==> src/hw/dcc_pkg.sv <==
/*
 * package for the debug comms channel: register offsets, field positions,
 * reset values and carrier structs.
 * assumes a 32-bit axi4-lite register bus and one core clock.
 */
package dcc_pkg;

	// ****************************************************************
	// register offsets (byte addresses)
	// ****************************************************************
	localparam logic [7:0] ADDR_STATUS_EXT = 8'h00;
	localparam logic [7:0] ADDR_RX_EXT     = 8'h04;
	localparam logic [7:0] ADDR_TX_EXT     = 8'h08;
	localparam logic [7:0] ADDR_IRQ_STAT   = 8'h0C;
	localparam logic [7:0] ADDR_IRQ_CLR    = 8'h10;
	localparam logic [7:0] ADDR_IRQ_EN     = 8'h14;
	localparam logic [7:0] ADDR_CORE_RX    = 8'h18;
	localparam logic [7:0] ADDR_CORE_TX    = 8'h1C;

	// ****************************************************************
	// status view field positions
	// ****************************************************************
	localparam int POS_RX_FULL      = 0;
	localparam int POS_TX_FULL      = 1;
	localparam int POS_RX_LATCHED   = 2;
	localparam int POS_TX_LATCHED   = 3;
	localparam int POS_ABORT_STICKY = 4;
	localparam int POS_ABORT_DISC   = 5;
	localparam int POS_HALTED       = 6;
	localparam int POS_DBG_ACK      = 7;
	localparam int POS_MODE_LO      = 8;

	// ****************************************************************
	// mode encodings and reset values
	// ****************************************************************
	localparam logic [1:0] MODE_NONBLOCK = 2'h0;
	localparam logic [1:0] MODE_RESET    = MODE_NONBLOCK;
	localparam logic [31:0] DATA_RESET   = 32'h0000_0000;
	localparam int IRQ_W = 4;
	localparam int IRQ_RX_DROP  = 0;
	localparam int IRQ_ABORT    = 1;
	localparam int IRQ_RX_READY = 2;
	localparam int IRQ_TX_READY = 3;
	localparam logic [IRQ_W-1:0] IRQ_RESET = 4'h0;
	localparam int HALT_DRAIN_CYCLES = 2;
	localparam logic [1:0] AXI_OKAY   = 2'h0;
	localparam logic [1:0] AXI_SLVERR = 2'h2;

	// ****************************************************************
	// carriers
	// ****************************************************************
	typedef struct packed {
		logic        wr;
		logic        rd;
		logic [7:0]  addr;
		logic [31:0] wdata;
	} dcc_req_s;

	typedef struct packed {
		logic        hit;
		logic [31:0] rdata;
	} dcc_rsp_s;

	typedef struct packed {
		logic        req;
		logic        in_halt;
		logic        dbg_ack;
		logic        abort_in;
	} dcc_core_s;

endpackage

==> src/hw/dcc_sync.sv <==
/*
 * two-flop synchroniser for one level.
 * assumes the input is asynchronous to clk.
 */
`timescale 1ns/1ps
`default_nettype none
module dcc_sync (
	input  wire logic clk,
	input  wire logic nrst,
	input  wire logic d,
	output logic      q
);
	logic meta_ff;

	always_ff @(posedge clk or negedge nrst) begin
		if (!nrst) begin
			meta_ff <= 1'b0;
			q       <= 1'b0;
		end else begin
			meta_ff <= d;
			q       <= meta_ff;
		end
	end
endmodule
`default_nettype wire

==> src/hw/dcc_axil.sv <==
/*
 * axi4-lite slave front end: accepts aw and w in either order, one write
 * and one read at a time, hands a one-cycle request to the register file.
 * assumes the register file answers combinationally in the request cycle.
 */
`timescale 1ns/1ps
`default_nettype none
module dcc_axil (
	input  wire logic              clk,
	input  wire logic              nrst,
	input  wire logic [7:0]        s_awaddr,
	input  wire logic              s_awvalid,
	output logic                   s_awready,
	input  wire logic [31:0]       s_wdata,
	input  wire logic [3:0]        s_wstrb,
	input  wire logic              s_wvalid,
	output logic                   s_wready,
	output logic [1:0]             s_bresp,
	output logic                   s_bvalid,
	input  wire logic              s_bready,
	input  wire logic [7:0]        s_araddr,
	input  wire logic              s_arvalid,
	output logic                   s_arready,
	output logic [31:0]            s_rdata,
	output logic [1:0]             s_rresp,
	output logic                   s_rvalid,
	input  wire logic              s_rready,
	output dcc_pkg::dcc_req_s      req,
	input  wire dcc_pkg::dcc_rsp_s rsp
);
	typedef struct packed {
		logic        aw_have;
		logic        w_have;
		logic [7:0]  awaddr;
		logic [31:0] wdata;
		logic        bvalid;
		logic [1:0]  bresp;
		logic        rvalid;
		logic [1:0]  rresp;
		logic [31:0] rdata;
	} dcc_axil_s;

	dcc_axil_s st_ff;
	dcc_axil_s nxt_st;
	logic      do_wr;
	logic      do_rd;

	assign s_awready = !st_ff.aw_have && !st_ff.bvalid;
	assign s_wready  = !st_ff.w_have && !st_ff.bvalid;
	assign s_arready = !st_ff.rvalid && !do_wr;
	assign s_bvalid  = st_ff.bvalid;
	assign s_bresp   = st_ff.bresp;
	assign s_rvalid  = st_ff.rvalid;
	assign s_rresp   = st_ff.rresp;
	assign s_rdata   = st_ff.rdata;
	// write wins over a read in the same cycle; strobes are whole-word
	assign do_wr = st_ff.aw_have && st_ff.w_have && !st_ff.bvalid;
	assign do_rd = s_arvalid && s_arready;

	always_comb begin
		req.wr    = do_wr && (s_wstrb != 4'h0 || 1'b1);
		req.rd    = do_rd;
		req.addr  = do_wr ? st_ff.awaddr : s_araddr;
		req.wdata = st_ff.wdata;
	end

	always_comb begin
		nxt_st = st_ff;
		if (s_awvalid && s_awready) begin
			nxt_st.aw_have = 1'b1;
			nxt_st.awaddr  = s_awaddr;
		end
		if (s_wvalid && s_wready) begin
			nxt_st.w_have = 1'b1;
			nxt_st.wdata  = s_wdata;
		end
		if (do_wr) begin
			nxt_st.aw_have = 1'b0;
			nxt_st.w_have  = 1'b0;
			nxt_st.bvalid  = 1'b1;
			nxt_st.bresp   = rsp.hit ? dcc_pkg::AXI_OKAY : dcc_pkg::AXI_SLVERR;
		end
		if (st_ff.bvalid && s_bready) begin
			nxt_st.bvalid = 1'b0;
		end
		if (do_rd) begin
			nxt_st.rvalid = 1'b1;
			nxt_st.rdata  = rsp.rdata;
			nxt_st.rresp  = rsp.hit ? dcc_pkg::AXI_OKAY : dcc_pkg::AXI_SLVERR;
		end
		if (st_ff.rvalid && s_rready) begin
			nxt_st.rvalid = 1'b0;
		end
	end

	always_ff @(posedge clk or negedge nrst) begin
		if (!nrst) begin
			st_ff <= '0;
		end else begin
			st_ff <= nxt_st;
		end
	end
endmodule
`default_nettype wire

==> src/hw/dcc_top.sv <==
/*
 * debug comms channel: receive and transmit transfer registers between an
 * external debugger (axi4-lite) and the processor core, latched full flags
 * for non-blocking flow control, and asynchronous-abort discard handling.
 * assumes core-side strobes are on clk; abort and halt pins are async.
 */
// Operation
// - non-blocking mode when mode field is 00
// - core rx read clears full, latched stays
// - debugger rx writes ignored while latched set, non-blocking mode only
// - status read copies rx full to latched
// - debugger rx write updates latched rx flag
// - latched tx updated on status, tx read
// - tx full while undrained; rx zero empty
// - discard set: drop abort, set sticky and abort irq
// - drain outstanding aborts before halt entry
// - discard bit set on halt entry
// - outside halt never discard, even with ack
// - mode field resets to non-blocking
`timescale 1ns/1ps
`default_nettype none
module dcc_top (
	input  wire logic        clk,
	input  wire logic        nrst,
	input  wire logic [7:0]  s_awaddr,
	input  wire logic        s_awvalid,
	output logic             s_awready,
	input  wire logic [31:0] s_wdata,
	input  wire logic [3:0]  s_wstrb,
	input  wire logic        s_wvalid,
	output logic             s_wready,
	output logic [1:0]       s_bresp,
	output logic             s_bvalid,
	input  wire logic        s_bready,
	input  wire logic [7:0]  s_araddr,
	input  wire logic        s_arvalid,
	output logic             s_arready,
	output logic [31:0]      s_rdata,
	output logic [1:0]       s_rresp,
	output logic             s_rvalid,
	input  wire logic        s_rready,
	input  wire logic        core_rx_rd,
	input  wire logic        core_tx_wr,
	input  wire logic [31:0] core_tx_data,
	output logic [31:0]      core_rx_data,
	output logic             core_rx_full,
	output logic             core_tx_full,
	input  wire logic        halt_req,
	input  wire logic        dbg_ack_pin,
	input  wire logic        async_abort_pin,
	output logic             in_halt,
	output logic             abort_exc,
	output logic             irq
);

	// ****************************************************************
	// state
	// ****************************************************************
	typedef enum logic [2:0] {
		ST_RUN   = 3'b001,
		ST_DRAIN = 3'b010,
		ST_HALT  = 3'b100
	} dcc_state_e;

	typedef struct packed {
		dcc_state_e                state;
		logic [1:0]                drain_cnt;
		logic [1:0]                mode;
		logic [31:0]               rx_data;
		logic [31:0]               tx_data;
		logic                      rx_full;
		logic                      tx_full;
		logic                      rx_latched;
		logic                      tx_latched;
		logic                      abort_sticky;
		logic                      abort_discard;
		logic                      abort_pending;
		logic [dcc_pkg::IRQ_W-1:0] irq_stat;
		logic [dcc_pkg::IRQ_W-1:0] irq_en;
		logic                      irq;
		logic                      abort_prev;
	} dcc_top_s;

	dcc_top_s          st_ff;
	dcc_top_s          nxt_st;
	dcc_pkg::dcc_req_s req;
	dcc_pkg::dcc_rsp_s rsp;
	logic              halt_s;
	logic              ack_s;
	logic              abort_s;
	logic              abort_edge;
	logic              nonblock;
	logic [31:0]       status_word;
	logic [dcc_pkg::IRQ_W-1:0] ev;

	function automatic logic hit(input dcc_pkg::dcc_req_s r,
		input logic [7:0] a);
		hit = r.addr == a;
	endfunction

	// ****************************************************************
	// bus slave and pin synchronisers
	// ****************************************************************
	dcc_axil u_axil (
		.clk       (clk),
		.nrst      (nrst),
		.s_awaddr  (s_awaddr),
		.s_awvalid (s_awvalid),
		.s_awready (s_awready),
		.s_wdata   (s_wdata),
		.s_wstrb   (s_wstrb),
		.s_wvalid  (s_wvalid),
		.s_wready  (s_wready),
		.s_bresp   (s_bresp),
		.s_bvalid  (s_bvalid),
		.s_bready  (s_bready),
		.s_araddr  (s_araddr),
		.s_arvalid (s_arvalid),
		.s_arready (s_arready),
		.s_rdata   (s_rdata),
		.s_rresp   (s_rresp),
		.s_rvalid  (s_rvalid),
		.s_rready  (s_rready),
		.req       (req),
		.rsp       (rsp)
	);

	dcc_sync u_sync_halt (
		.clk  (clk),
		.nrst (nrst),
		.d    (halt_req),
		.q    (halt_s)
	);

	dcc_sync u_sync_ack (
		.clk  (clk),
		.nrst (nrst),
		.d    (dbg_ack_pin),
		.q    (ack_s)
	);

	dcc_sync u_sync_abort (
		.clk  (clk),
		.nrst (nrst),
		.d    (async_abort_pin),
		.q    (abort_s)
	);

	assign nonblock   = st_ff.mode == dcc_pkg::MODE_NONBLOCK;
	assign abort_edge = abort_s && !st_ff.abort_prev;

	// ****************************************************************
	// register read decode
	// ****************************************************************
	always_comb begin
		status_word = '0;
		status_word[dcc_pkg::POS_RX_FULL]      = st_ff.rx_full;
		status_word[dcc_pkg::POS_TX_FULL]      = st_ff.tx_full;
		status_word[dcc_pkg::POS_RX_LATCHED]   = st_ff.rx_latched;
		status_word[dcc_pkg::POS_TX_LATCHED]   = st_ff.tx_latched;
		status_word[dcc_pkg::POS_ABORT_STICKY] = st_ff.abort_sticky;
		status_word[dcc_pkg::POS_ABORT_DISC]   = st_ff.abort_discard;
		status_word[dcc_pkg::POS_HALTED]       = st_ff.state == ST_HALT;
		status_word[dcc_pkg::POS_DBG_ACK]      = ack_s;
		status_word[dcc_pkg::POS_MODE_LO +: 2] = st_ff.mode;
	end

	always_comb begin
		rsp.hit   = 1'b1;
		rsp.rdata = '0;
		case (req.addr)
			dcc_pkg::ADDR_STATUS_EXT: rsp.rdata = status_word;
			dcc_pkg::ADDR_RX_EXT:     rsp.rdata = '0;
			dcc_pkg::ADDR_TX_EXT:     rsp.rdata = st_ff.tx_data;
			dcc_pkg::ADDR_IRQ_STAT:   rsp.rdata = {28'h0, st_ff.irq_stat};
			dcc_pkg::ADDR_IRQ_CLR:    rsp.rdata = '0;
			dcc_pkg::ADDR_IRQ_EN:     rsp.rdata = {28'h0, st_ff.irq_en};
			dcc_pkg::ADDR_CORE_RX:    rsp.rdata = st_ff.rx_data;
			dcc_pkg::ADDR_CORE_TX:    rsp.rdata = st_ff.tx_data;
			default:                  rsp.hit   = 1'b0;
		endcase
	end

	// ****************************************************************
	// next state
	// ****************************************************************
	always_comb begin
		nxt_st = st_ff;
		ev     = '0;
		nxt_st.abort_prev = abort_s;

		// core side of the channel
		// core read drains rx
		if (core_rx_rd && st_ff.rx_full) begin
			nxt_st.rx_full = 1'b0;
			ev[dcc_pkg::IRQ_RX_READY] = 1'b1;
		end
		// tx full until debugger takes it
		if (core_tx_wr && !st_ff.tx_full) begin
			nxt_st.tx_data = core_tx_data;
			nxt_st.tx_full = 1'b1;
		end

		// debugger writes
		if (req.wr) begin
			if (hit(req, dcc_pkg::ADDR_STATUS_EXT)) begin
				nxt_st.mode = req.wdata[dcc_pkg::POS_MODE_LO +: 2];
				nxt_st.abort_sticky = req.wdata[dcc_pkg::POS_ABORT_STICKY];
			end
			if (hit(req, dcc_pkg::ADDR_RX_EXT)) begin
				if (nonblock && st_ff.rx_latched) begin
					ev[dcc_pkg::IRQ_RX_DROP] = 1'b1;
				end else begin
					nxt_st.rx_data = req.wdata;
					nxt_st.rx_full = 1'b1;
				end
				nxt_st.rx_latched = 1'b1;
			end
			if (hit(req, dcc_pkg::ADDR_IRQ_EN)) begin
				nxt_st.irq_en = req.wdata[dcc_pkg::IRQ_W-1:0];
			end
			if (hit(req, dcc_pkg::ADDR_IRQ_CLR)) begin
				nxt_st.irq_stat = st_ff.irq_stat &
					~req.wdata[dcc_pkg::IRQ_W-1:0];
			end
		end

		// debugger reads
		if (req.rd) begin
			if (hit(req, dcc_pkg::ADDR_STATUS_EXT)) begin
				nxt_st.rx_latched = st_ff.rx_full;
				nxt_st.tx_latched = st_ff.tx_full;
			end
			if (hit(req, dcc_pkg::ADDR_TX_EXT)) begin
				// a core write landing in this cycle is kept
				if (st_ff.tx_full && !(nonblock && !st_ff.tx_latched)) begin
					nxt_st.tx_full = 1'b0;
					ev[dcc_pkg::IRQ_TX_READY] = 1'b1;
				end
				nxt_st.tx_latched = 1'b0;
			end
		end

		// abort handling and halt sequencing
		if (abort_edge) begin
			if (st_ff.abort_discard && st_ff.state == ST_HALT) begin
				nxt_st.abort_sticky = 1'b1;
				ev[dcc_pkg::IRQ_ABORT] = 1'b1;
			end else begin
				nxt_st.abort_pending = 1'b1;
			end
		end
		if (st_ff.abort_pending) begin
			nxt_st.abort_pending = 1'b0;
		end

		case (st_ff.state)
			ST_RUN: begin
				nxt_st.abort_discard = 1'b0;
				if (halt_s) begin
					nxt_st.state     = ST_DRAIN;
					nxt_st.drain_cnt = 2'(dcc_pkg::HALT_DRAIN_CYCLES);
				end
			end
			ST_DRAIN: begin
				if (!halt_s) begin
					nxt_st.state = ST_RUN;
				end else if (st_ff.drain_cnt != 2'h0) begin
					nxt_st.drain_cnt = st_ff.drain_cnt - 2'h1;
				end else if (!abort_s && !st_ff.abort_pending) begin
					nxt_st.state = ST_HALT;
					nxt_st.abort_discard = 1'b1;
				end
			end
			ST_HALT: begin
				if (!halt_s) begin
					nxt_st.state         = ST_RUN;
					nxt_st.abort_discard = 1'b0;
				end
			end
			default: begin
				nxt_st.state = ST_RUN;
			end
		endcase

		// sticky events; set wins over clear
		nxt_st.irq_stat = nxt_st.irq_stat | ev;
		nxt_st.irq      = |(nxt_st.irq_stat & nxt_st.irq_en);
	end

	always_ff @(posedge clk or negedge nrst) begin
		if (!nrst) begin
			st_ff          <= '0;
			st_ff.state    <= ST_RUN;
			st_ff.mode     <= dcc_pkg::MODE_RESET;
			st_ff.rx_data  <= dcc_pkg::DATA_RESET;
			st_ff.tx_data  <= dcc_pkg::DATA_RESET;
			st_ff.irq_stat <= dcc_pkg::IRQ_RESET;
			st_ff.irq_en   <= dcc_pkg::IRQ_RESET;
		end else begin
			st_ff <= nxt_st;
		end
	end

	// ****************************************************************
	// outputs
	// ****************************************************************
	assign core_rx_data = st_ff.rx_data;
	assign core_rx_full = st_ff.rx_full;
	assign core_tx_full = st_ff.tx_full;
	assign in_halt      = st_ff.state == ST_HALT;
	assign abort_exc    = st_ff.abort_pending;
	assign irq          = st_ff.irq;
endmodule
`default_nettype wire

==> config.mk <==
export PLATFORM = sky130hd
export DESIGN_NAME = dcc_top
export DESIGN_NICKNAME = d
export VERILOG_FILES = /design/src/hw/dcc_pkg.sv /design/src/hw/dcc_sync.sv /design/src/hw/dcc_axil.sv /design/src/hw/dcc_top.sv
export SDC_FILE = /design/constraint.sdc
export NUM_CORES = 1
export LEC_CHECK = 0
export ABC_AREA = 1
export BUFFER_PORTS_ARGS = -buffer_cell sky130_fd_sc_hd__buf_2
export CAP_MARGIN = 20
export CORE_MARGIN = 2
export CORE_UTILIZATION = 39
export CTS_CLUSTER_SIZE = 25
export DETAILED_ROUTE_END_ITERATION = 12
export SYNTH_ARGS = -nofsm -noshare
export SYNTH_HDL_FRONTEND = slang
export SYNTH_SLANG_ARGS = --single-unit
==> constraint.sdc <==
create_clock -name clk -period 3.6 [get_ports clk]
set_clock_uncertainty 0.15 [all_clocks]
set_input_delay 0.36 -clock clk [delete_from_list [all_inputs] [get_ports clk]]
set_output_delay 0.36 -clock clk [all_outputs]
set_load 0.05 [all_outputs]
==> results.sh, run 1 <==
export IMPL_numCtsBuffers=17
export IMPL_ctsResizeCount=0
export IMPL_synth_area_leader_cell="dfrtp_1"
export IMPL_synth_compound_area_share_pct=9.27
export IMPL_vias=5596
export IMPL_grt_max_degree=103
export IMPL_grt_use_total_pct=17.9
export IMPL_cp_data_arrival_time_ps=2970
export IMPL_synth_area_leaders="dfrtp_1 56%, nand2_1 9.5%, buf_4 7.1%"
export IMPL_synth_warnings=0
export IMPL_synthMuxAreaShare_pct=6.28
export IMPL_ys_ff_latch=172
export IMPL_critPathLaunch="u_axil.s_bvalid$_DFFE_PN0P_"
export IMPL_start_kind="flop"
export IMPL_cp_slowest_cell="nor2_4"
export IMPL_cts_tree="done"
export IMPL_cpMostUsedCell="o21ai_0"
export IMPL_finalSetupViolCount=0
export IMPL_drive_gt1_share_pct=28.8
export IMPL_totalWireLength_mm=18.1
export IMPL_outcome="complete, no violations"
export IMPL_synth_top_family_by_area="simple AND/OR/NAND/NOR gates"
export IMPL_synth_fa_ha_area_share_pct=0.162
export IMPL_grt_overflow=0
export IMPL_worstPathMaxFanout=19
export IMPL_ff2ff_path_depth=8
export IMPL_nNetsFinal=1013
export IMPL_vias_per_cell=4.68
export IMPL_final_cell_mix="192 x nand2_1, 171 x dfrtp_1, 166 x buf_2"
export IMPL_synth_area_per_cell_um2=9.48
export IMPL_placed_area_um2=8300
export IMPL_place_gp_congestion=0.861
export IMPL_die_h_um=145
export IMPL_tns_ps=0
export IMPL_wl_per_cell_um=15.1
export IMPL_path_buf_inv=2
export IMPL_synth_edf_count=0
export IMPL_final_min_clock_period_ps=2790
export IMPL_path_clk_slew_ps=60
export IMPL_timing_fmax_mhz=358
export IMPL_clk_latency_ps=420
export IMPL_initial_utilization_pct=39.7
export IMPL_numClockSinks=172
export IMPL_cpPeakStageDelay_ps=510
export IMPL_die_w_um=145
export IMPL_worstMarginPinSlew_ps=960
export IMPL_ir_worst_vdd_mv=0.334
export IMPL_hp_class="in -> reg"
export IMPL_post_place_ws_ps=809
export IMPL_fillCellCount=1957
export IMPL_drc=0
export IMPL_netlist_area_um2=7700
export IMPL_cp_num_cells=8
export IMPL_rsz0062_at_grt="false"
export IMPL_fin_total_pwr_uw=5850
export IMPL_core_area_um2=19400
export IMPL_drt_first_pass_iters=4
export IMPL_max_cap_viol_count=0
export IMPL_area_delta_synth_final_pct=16.2
export IMPL_worstSetupEndpoint="u_axil.s_rdata[26]$_DFFE_PN0P_"
export IMPL_crit_path_end_kind="flop"
export IMPL_power_leakage_uw=0.00468
export IMPL_yosysSeqAreaShare_pct=55.9
export IMPL_slew_headroom_pct=36.0
export IMPL_worstPathRequired_ps=3780
export IMPL_first_global_vias=5299
export IMPL_antenna_found_initial=2
export IMPL_grt_pass1_wl_mm=28.3
export IMPL_synth_simple_gate_area_share_pct=16.7
export IMPL_utilization_pct=46.2
export IMPL_num_rows=51
export IMPL_worst_r2r_endpoint="u_axil.s_rdata[26]$_DFFE_PN0P_"
export IMPL_io_buffers=167
export IMPL_path_class="reg -> reg"
export IMPL_reg2reg_from="u_axil.s_bvalid$_DFFE_PN0P_"
export IMPL_regToRegSetupSlack_ps=810
export IMPL_htreeDepth=4
export IMPL_hold_violations=0
export IMPL_setup_slack_ps=809
export IMPL_async_flop_share_pct=100
export IMPL_yosysTopAreaCellShare_pct=55.5
export IMPL_hold_buffers=7
export IMPL_min_period_over_period_pct=77.5
export IMPL_crit_chain="inv_2 -> nand3_2 -> o21ai_0 -> nand2_1 -> nor2_4 -> buf_4 -> a22oi_1 -> o21ai_0"
export IMPL_synth_ff_type="dfrtp_1"
export IMPL_synth_cell_types=35
export IMPL_ioPinCount=174
export IMPL_design_area_um2=8960
export IMPL_cts_root_buffer="clkbuf_16"
export IMPL_layout_commonest_cell="nand2_1"
export IMPL_die_area_um2=20900
export IMPL_drv_slew=0
export IMPL_synthCells=813
export IMPL_power_density_nw_per_um2=654
export IMPL_dp_hpwl_mm=12.5
export IMPL_drt_initial_drc_count=329
export IMPL_clock_path_buffers=2
export IMPL_drtAntennaViolNets=0
export IMPL_crit_family="simple AND/OR/NAND/NOR gates"
export IMPL_synthXorXnorAreaFrac_pct=0
export IMPL_cts_setup_buffers=0
[metal layers]
metal  track usage (%)  up-vias  part of all wire, %
li1                  -     2785                    -
met1              24.8     2665                   47
met2              27.2      122                   46
met3              4.24       24                  5.0
met4              7.10        0                  1.9
met5                 0        -                    0
[report_power, final]
part | switching [uW] | total, uW | leakage [uW] | internal (uW)
registers | 187 | 2530 | 0.00218 | 2340
logic | 1050 | 1520 | 0.00222 | 465
clock network | 750 | 1810 | 0.000279 | 1060
total | 1990 | 5850 | 0.00468 | 3860
[sequential cells by signal, summed over array words and instances, names as in the netlist, 10 cells and up]
name,flops
u_axil.req,32
st_ff,52
u_axil.st_ff,10
core_rx_data,32
u_axil.s_rdata,32
[how the worst min path moves through the flow]
stage / start / cells past startpoint / slack [ps] / to
6_report: core_tx_data[19] / 2 / 20 / st_ff[36]$_DFFE_PN0P_
3_5_place_dp: u_sync_abort.meta_ff$_DFF_PN0_ / 0 / 180 / u_sync_abort.q$_DFF_PN0_
2_1_floorplan: nrst / 0 / -90 / abort_exc$_DFF_PN0_
3_3_place_gp: u_sync_halt.meta_ff$_DFF_PN0_ / 0 / 180 / u_sync_halt.q$_DFF_PN0_
5_1_grt: core_tx_data[19] / 2 / 2 / st_ff[36]$_DFFE_PN0P_
4_1_cts: core_tx_data[16] / 2 / 3 / st_ff[33]$_DFFE_PN0P_
[kinds of logic (layout without fill, tap and decap cells)]
kind of cell | after synthesis | after routing
flops | 172 | 172
compound gates | 123 | 123
mux | 43 | 43
other cells | 1 | 4
fa+ha+maj | 1 | 1
simple gates | 314 | 314
buf+inv | 159 | 273
[cell type report]
type,instances,area (um^2),area share [%]
antenna,2,5.00,0.0559
multi-input combinational,483,2510,28.1
tap,265,332,3.70
clock buffer,21,460,5.14
inverter,60,225,2.51
clock inverter,10,116,1.30
timing repair buffer,182,997,11.1
sequential,172,4310,48.1
[stage by stage]
stage          cells  hold slack [ps]
6_report        1195             17.5
5_1_grt         1195             1.61
4_1_cts         1193             2.69
3_5_place_dp    1155              185
3_3_place_gp    1155              183
2_1_floorplan    814            -85.6
[cell usage after synthesis, types with 3 or more instances]
library cell and n:
or2_2 3, clkbuf_1 12, buf_2 6, o21ai_1 31
o21ai_2 5, inv_1 59, buf_6 3, mux2_2 43
dfrtp_1 171, buf_1 5, nand3_1 40, a21oi_1 33
a22oi_1 22, nor3_1 5, nor2_1 62, nand2_1 195
o21ai_0 23, buf_4 73
No activity file was read; power rests on OpenSTA's default activity.
==> inputs of run 2 (changes only) <==
--- a/config.mk
+++ b/config.mk
@@ -5,7 +5,7 @@
 export SDC_FILE = /design/constraint.sdc
 export NUM_CORES = 1
 export LEC_CHECK = 0
-export ABC_AREA = 1
+export ABC_AREA = 0
 export BUFFER_PORTS_ARGS = -buffer_cell sky130_fd_sc_hd__buf_2
 export CAP_MARGIN = 20
 export CORE_MARGIN = 2
==> constraint.sdc (replaced) <==
create_clock -name clk -period 2.5 [get_ports clk]
set_clock_uncertainty 0.15 [all_clocks]
set_input_delay 0.25 -clock clk [delete_from_list [all_inputs] [get_ports clk]]
set_output_delay 0.25 -clock clk [all_outputs]
set_load 0.05 [all_outputs]
==> run 2 against run 1 <==
Register-to-register slack worse by 670 ps; via count increased by 1.4%; global-route usage rose by 1.4 points; clock power increased by 47%; critical endpoint is now irq$_DFF_PN0_; synthesized cell count fell by 22%; sequential power increased by 55%; sequential cell count unchanged; synthesized area grew 0.94%; non-clock buffer count is 90 higher; cell area is 12% higher.
==> results.sh, run 2 <==
export IMPL_area_delta_synth_final_pct=28.7
export IMPL_antenna_cells=0
export IMPL_grt_pass1_wl_mm=32.7
export IMPL_stdcell_count=1109
export IMPL_power_density_nw_per_um2=934
export IMPL_io_buffers=167
export IMPL_fin_total_pwr_uw=9350
export IMPL_synth_edf_count=0
export IMPL_slew_headroom_pct=55.1
export IMPL_crit_family="compound AO/OA/AOI/OAI gates"
export IMPL_timing_fmax_mhz=424
export IMPL_layout_commonest_cell="dfrtp_1"
export IMPL_min_period_over_period_pct=94.3
export IMPL_yosysSeqAreaShare_pct=55.4
export IMPL_power_leakage_uw=0.00483
export IMPL_ir_worst_vdd_mv=0.495
export IMPL_synthTopCellsByCount="171 x dfrtp_1, 107 x mux2_2, 69 x buf_4"
export IMPL_core_area_um2=19500
export IMPL_worstPathRequired_ps=2660
export IMPL_reg2reg_from="u_axil.st_ff[75]$_DFFE_PN0P_"
export IMPL_hp_class="in -> reg"
export IMPL_netlist_area_um2=7780
export IMPL_cp_slowest_cell="and2_1"
export IMPL_synth_simple_gate_area_share_pct=8.41
export IMPL_synthMuxAreaShare_pct=16.0
export IMPL_first_global_vias=6177
export IMPL_synth_compound_area_share_pct=10.5
export IMPL_synth_area_per_cell_um2=12.2
export IMPL_path_buf_inv=0
export IMPL_ioPinCount=174
export IMPL_vias_per_cell=5.12
export IMPL_die_w_um=145
export IMPL_top_register="st_ff"
export IMPL_die_h_um=145
export IMPL_tns_ps=0
export IMPL_worstPathMaxFanout=12
export IMPL_cpPeakStageDelay_ps=440
export IMPL_grt_overflow=0
export IMPL_yosysTopAreaCellShare_pct=55.0
export IMPL_start_kind="flop"
export IMPL_cts_root_buffer="clkbuf_16"
export IMPL_clock_path_buffers=2
export IMPL_totalWireLength_mm=19.7
export IMPL_synth_top_family_by_area="multiplexers"
export IMPL_hp_start="s_araddr[3]"
export IMPL_final_cell_mix="171 x dfrtp_1, 166 x buf_2, 107 x mux2_2"
export IMPL_antenna_found_initial=0
export IMPL_htreeDepth=4
export IMPL_initial_utilization_pct=39.8
export IMPL_rsz0062_at_grt="false"
export IMPL_vias=5673
export IMPL_cts_tree="done"
export IMPL_synth_fa_ha_area_share_pct=0.161
export IMPL_synth_area_leader_cell="dfrtp_1"
export IMPL_design_area_um2=10000
export IMPL_drt_first_pass_iters=5
export IMPL_critPathLaunch="u_axil.st_ff[75]$_DFFE_PN0P_"
export IMPL_drtAntennaViolNets=0
export IMPL_final_min_clock_period_ps=2360
export IMPL_drv_slew=0
export IMPL_crit_path_end_kind="flop"
export IMPL_clk_latency_ps=430
export IMPL_hold_end="st_ff[13]$_DFFE_PN0P_"
export IMPL_synth_warnings=0
export IMPL_grt_max_degree=69
export IMPL_largest_register_ffs=52
export IMPL_synth_area_leaders="dfrtp_1 55%, mux2_2 15%, buf_4 6.7%"
export IMPL_die_area_um2=21100
export IMPL_path_class="reg -> reg"
export IMPL_wl_per_cell_um=17.8
export IMPL_hold_violations=0
export IMPL_synth_cell_types=59
export IMPL_num_rows=51
export IMPL_synth_ff_type="dfrtp_1"
export IMPL_drive_gt1_share_pct=42.8
export IMPL_max_cap_viol_count=0
export IMPL_regToRegSetupSlack_ps=140
export IMPL_place_gp_congestion=0.870
export IMPL_outcome="complete, no violations"
export IMPL_synth_most_common_cell="dfrtp_1"
export IMPL_hold_ws_ps=112
export IMPL_dpl_cell_count=996
export IMPL_worstMarginPinSlew_ps=674
export IMPL_drt_initial_drc_count=321
export IMPL_dp_hpwl_mm=13.1
export IMPL_async_flop_share_pct=100
export IMPL_grt_use_total_pct=19.4
export IMPL_worst_r2r_endpoint="irq$_DFF_PN0_"
export IMPL_synthXorXnorAreaFrac_pct=0.338
export IMPL_finalSetupViolCount=0
export IMPL_cp_data_arrival_time_ps=2520
export IMPL_drc=0
export IMPL_path_clk_slew_ps=70
export IMPL_placed_area_um2=8600
export IMPL_nNetsFinal=928
export IMPL_whs_path_depth=4
export IMPL_ff2ff_path_depth=5
export IMPL_ys_ff_latch=172
export IMPL_numClockSinks=172
export IMPL_synthCells=638
export IMPL_crit_chain="nor4b_2 -> and2_1 -> a21boi_0 -> o22a_1 -> a2111o_1"
export IMPL_numCtsBuffers=17
[run 2: cell count changes in the layout (fill, tap and decap cells not counted), sizes merged, moves of 5 or more]
cell,delta
a21oi,-20
a222oi,+9
a22o,+5
and3,+8
buf,+16
dlygate4sd3,+74
inv,-41
mux2,+65
nand2,-154
nand2b,+7
nand3,-35
nor2,-42
o21ai,-23
[run 2: final cells by class]
class / instances / area [um^2]
fill: 1746 / 9510
clock inverter: 15 / 173
tap: 265 / 332
clock buffer: 17 / 425
multi-input combinational: 355 / 2820
inverter: 13 / 48.8
timing repair buffer: 272 / 1910
sequential: 172 / 4310
[run 2: report_power, final]
group	leakage, uW	switching (uW)	internal, uW	total (uW)
clock network	0.000286	1240	1430	2660
registers	0.00220	486	3440	3930
logic	0.00234	1670	1080	2760
[run 2: cell families (layout without fill, tap and decap cells)]
| logic type | after synthesis | count (layout) |
|---|---|---|
| AO/OA/AOI/OAI | 115 | 115 |
| XOR/XNOR | 3 | 3 |
| adder cells (fa/ha/maj) | 1 | 1 |
| buffers and inverters | 112 | 317 |
| flip-flops | 172 | 172 |
| multiplexers | 111 | 111 |
| other | 1 | 2 |
| AND/OR/NAND/NOR | 123 | 123 |
[run 2: worst register-to-register path, stage by stage, from the launching register on]
cell and delay (ps):
dfrtp_1 420, nor4b_2 380, and2_1 440, a21boi_0 210
o22a_1 250, a2111o_1 400
[run 2: worst max-delay path by stage]
stage / end / slack [ps] / cells past startpoint
6_report: irq$_DFF_PN0_ / 140 / 5
5_1_grt: irq$_DFF_PN0_ / 20 / 5
4_1_cts: irq$_DFF_PN0_ / 120 / 5
3_5_place_dp: irq$_DFF_PN0_ / 150 / 5
3_3_place_gp: core_rx_data[18]$_DFFE_PN0P_ / 200 / 5
2_1_floorplan: u_axil.s_rdata[22]$_DFFE_PN0P_ / -7 / 7
[run 2: metrics by stage]
step	setup WS, ps	utilization (%)
after floorplan	-7.02	-
after global placement	199	44.1
after detailed placement	151	44.1
after CTS	120	51.3
after global routing	17.4	51.3
final	143	51.3
[run 2: routing by layer]
metal	vias up	part of all wire (%)	track usage, %
li1	2592	-	-
met1	2861	43	24.7
met2	198	50	32.9
met3	22	5.7	4.28
met4	0	1.3	6.03
met5	-	0	0
[run 2: what timing repair did]
item                                    CTS  global route
resized for setup                         0             1
hold endpoints to repair                144             0
endpoints found under the setup margin    0             1
setup buffers                             0             0
hold buffers                             81             0
==> inputs of run 3 (changes only) <==
--- a/config.mk
+++ b/config.mk
@@ -12,6 +12,7 @@
 export CORE_UTILIZATION = 39
 export CTS_CLUSTER_SIZE = 25
 export DETAILED_ROUTE_END_ITERATION = 12
+export PLACE_DENSITY = 0.66
 export SYNTH_ARGS = -nofsm -noshare
 export SYNTH_HDL_FRONTEND = slang
 export SYNTH_SLANG_ARGS = --single-unit
==> constraint.sdc (replaced) <==
create_clock -name clk -period 2.76 [get_ports clk]
set_clock_uncertainty 0.15 [all_clocks]
set_input_delay 0.276 -clock clk [delete_from_list [all_inputs] [get_ports clk]]
set_output_delay 0.276 -clock clk [all_outputs]
set_load 0.05 [all_outputs]
==> run 3 against run 2 <==
Total power shrank 9.1%; register-to-register slack better by 150 ps; critical path type unchanged; cell area is 0.26% lower; sequential power down 9.2%; highest routed layer unchanged; die area stayed put; critical path depth is the same; combinational power decreased by 13%; largest power group unchanged.
==> results.sh, run 3 (synthesis gave the netlist of run 2 again) <==
export IMPL_outcome="complete, no violations"
export IMPL_cts_setup_buffers=0
export IMPL_use_met2_pct=30.4
export IMPL_die_h_um=145
export IMPL_nNetsFinal=924
export IMPL_antenna_found_initial=1
export IMPL_start_kind="flop"
export IMPL_slew_headroom_pct=52.5
export IMPL_hp_class="in -> reg"
export IMPL_drtAntennaViolNets=0
export IMPL_dp_hpwl_mm=12.6
export IMPL_grt_overflow=0
export IMPL_layout_commonest_cell="dfrtp_1"
export IMPL_largest_register_ffs=52
export IMPL_crit_path_end_kind="flop"
export IMPL_grt_pass1_wl_mm=31.4
export IMPL_vias=5570
export IMPL_numClockSinks=172
export IMPL_clock_path_buffers=2
export IMPL_first_global_vias=5900
export IMPL_finalSetupViolCount=0
export IMPL_max_cap_viol_count=0
export IMPL_grt_max_degree=67
export IMPL_power_leakage_uw=0.00482
export IMPL_clk_latency_ps=430
export IMPL_io_buffers=167
export IMPL_drive_gt1_share_pct=42.3
export IMPL_worstMarginPinSlew_ps=710
export IMPL_grt_use_total_pct=18.8
export IMPL_die_area_um2=21100
export IMPL_worstPathMaxFanout=10
export IMPL_totalWireLength_mm=19.2
export IMPL_power_density_nw_per_um2=851
export IMPL_vias_per_cell=5.04
export IMPL_die_w_um=145
export IMPL_busiest_layer="met2"
export IMPL_top_register="st_ff"
export IMPL_numCtsBuffers=17
export IMPL_place_gp_congestion=0.850
export IMPL_drv_slew=0
export IMPL_num_rows=51
export IMPL_tns_ps=0
export IMPL_wl_per_cell_um=17.4
export IMPL_core_area_um2=19500
export IMPL_hold_violations=0
export IMPL_final_cell_mix="171 x dfrtp_1, 166 x buf_2, 107 x mux2_2"
export IMPL_cp_data_arrival_time_ps=2610
export IMPL_drt_first_pass_iters=5
export IMPL_worstPathRequired_ps=2910
export IMPL_initial_utilization_pct=39.8
export IMPL_hold_ws_ps=118
export IMPL_placed_area_um2=8550
export IMPL_drc=0
export IMPL_area_delta_synth_final_pct=28.4
export IMPL_cts_tree="done"
export IMPL_ir_worst_vdd_mv=0.630
export IMPL_path_clk_slew_ps=70
export IMPL_grtUsageMet3_pct=4.34
export IMPL_path_class="reg -> reg"
export IMPL_hold_buffers=81
export IMPL_ctsResizeCount=0
export IMPL_timing_fmax_mhz=406
export IMPL_ioPinCount=174
export IMPL_min_period_over_period_pct=89.2
export IMPL_htreeDepth=4
export IMPL_cts_root_buffer="clkbuf_16"
export IMPL_final_min_clock_period_ps=2460
export IMPL_met1_usage_pct=24.5
export IMPL_rsz0062_at_grt="false"
export IMPL_utilization_pct=51.1
export IMPL_design_area_um2=9990
export IMPL_drt_initial_drc_count=258
run 3: metal layers:
layer	share of wire, %	vias to the layer above	routed length, um
li1	-	2592	-
met1	45	2800	8590
met2	48	150	9230
met3	4.6	28	883
met4	2.7	0	510
met5	0	-	0
run 3: worst paths after layout:
check / from / end / slack, ps / cells after the start
max: u_axil.s_bvalid$_DFFE_PN0P_ / irq$_DFF_PN0_ / 300 / 5
min: s_araddr[3] / st_ff[13]$_DFFE_PN0P_ / 120 / 4
max reg2reg: u_axil.s_bvalid$_DFFE_PN0P_ / irq$_DFF_PN0_ / 300 / 5
min reg2reg: u_sync_halt.meta_ff$_DFF_PN0_ / u_sync_halt.q$_DFF_PN0_ / 200 / 0
max in group asynchronous: nrst / core_rx_data[2]$_DFFE_PN0P_ / 1450 / 3
min in group asynchronous: nrst / u_sync_halt.meta_ff$_DFF_PN0_ / 250 / 2
run 3: cell type report:
cell class	instances	area, um^2
inverter	13	48.8
tap	265	332
timing repair buffer	268	1870
sequential	172	4310
multi-input combinational	355	2810
fill	1760	9540
antenna	1	2.50
clock inverter	13	176
clock buffer	19	443
run 3: power breakdown:
group          switching (uW)  internal [uW]
sequential                449           3120
combinational            1460            953
clock                    1050           1470
run 3: worst max-delay path, cell delays in order (launching register included):
cell      delay (ps)
dfrtp_1          450
nand3b_4         250
nor2_1           600
nand2_1          140
mux2_1           360
a2111o_1         380
run 3: through the flow:
stage / cells / worst slack [ps] / total power (uW)
global route: 1106 / 171 / 8940
floorplan: 639 / 233 / 5410
CTS: 1105 / 331 / 8580
finish: 1106 / 297 / 8500
detailed placement: 992 / 350 / 5940
global placement: 992 / 390 / 5880
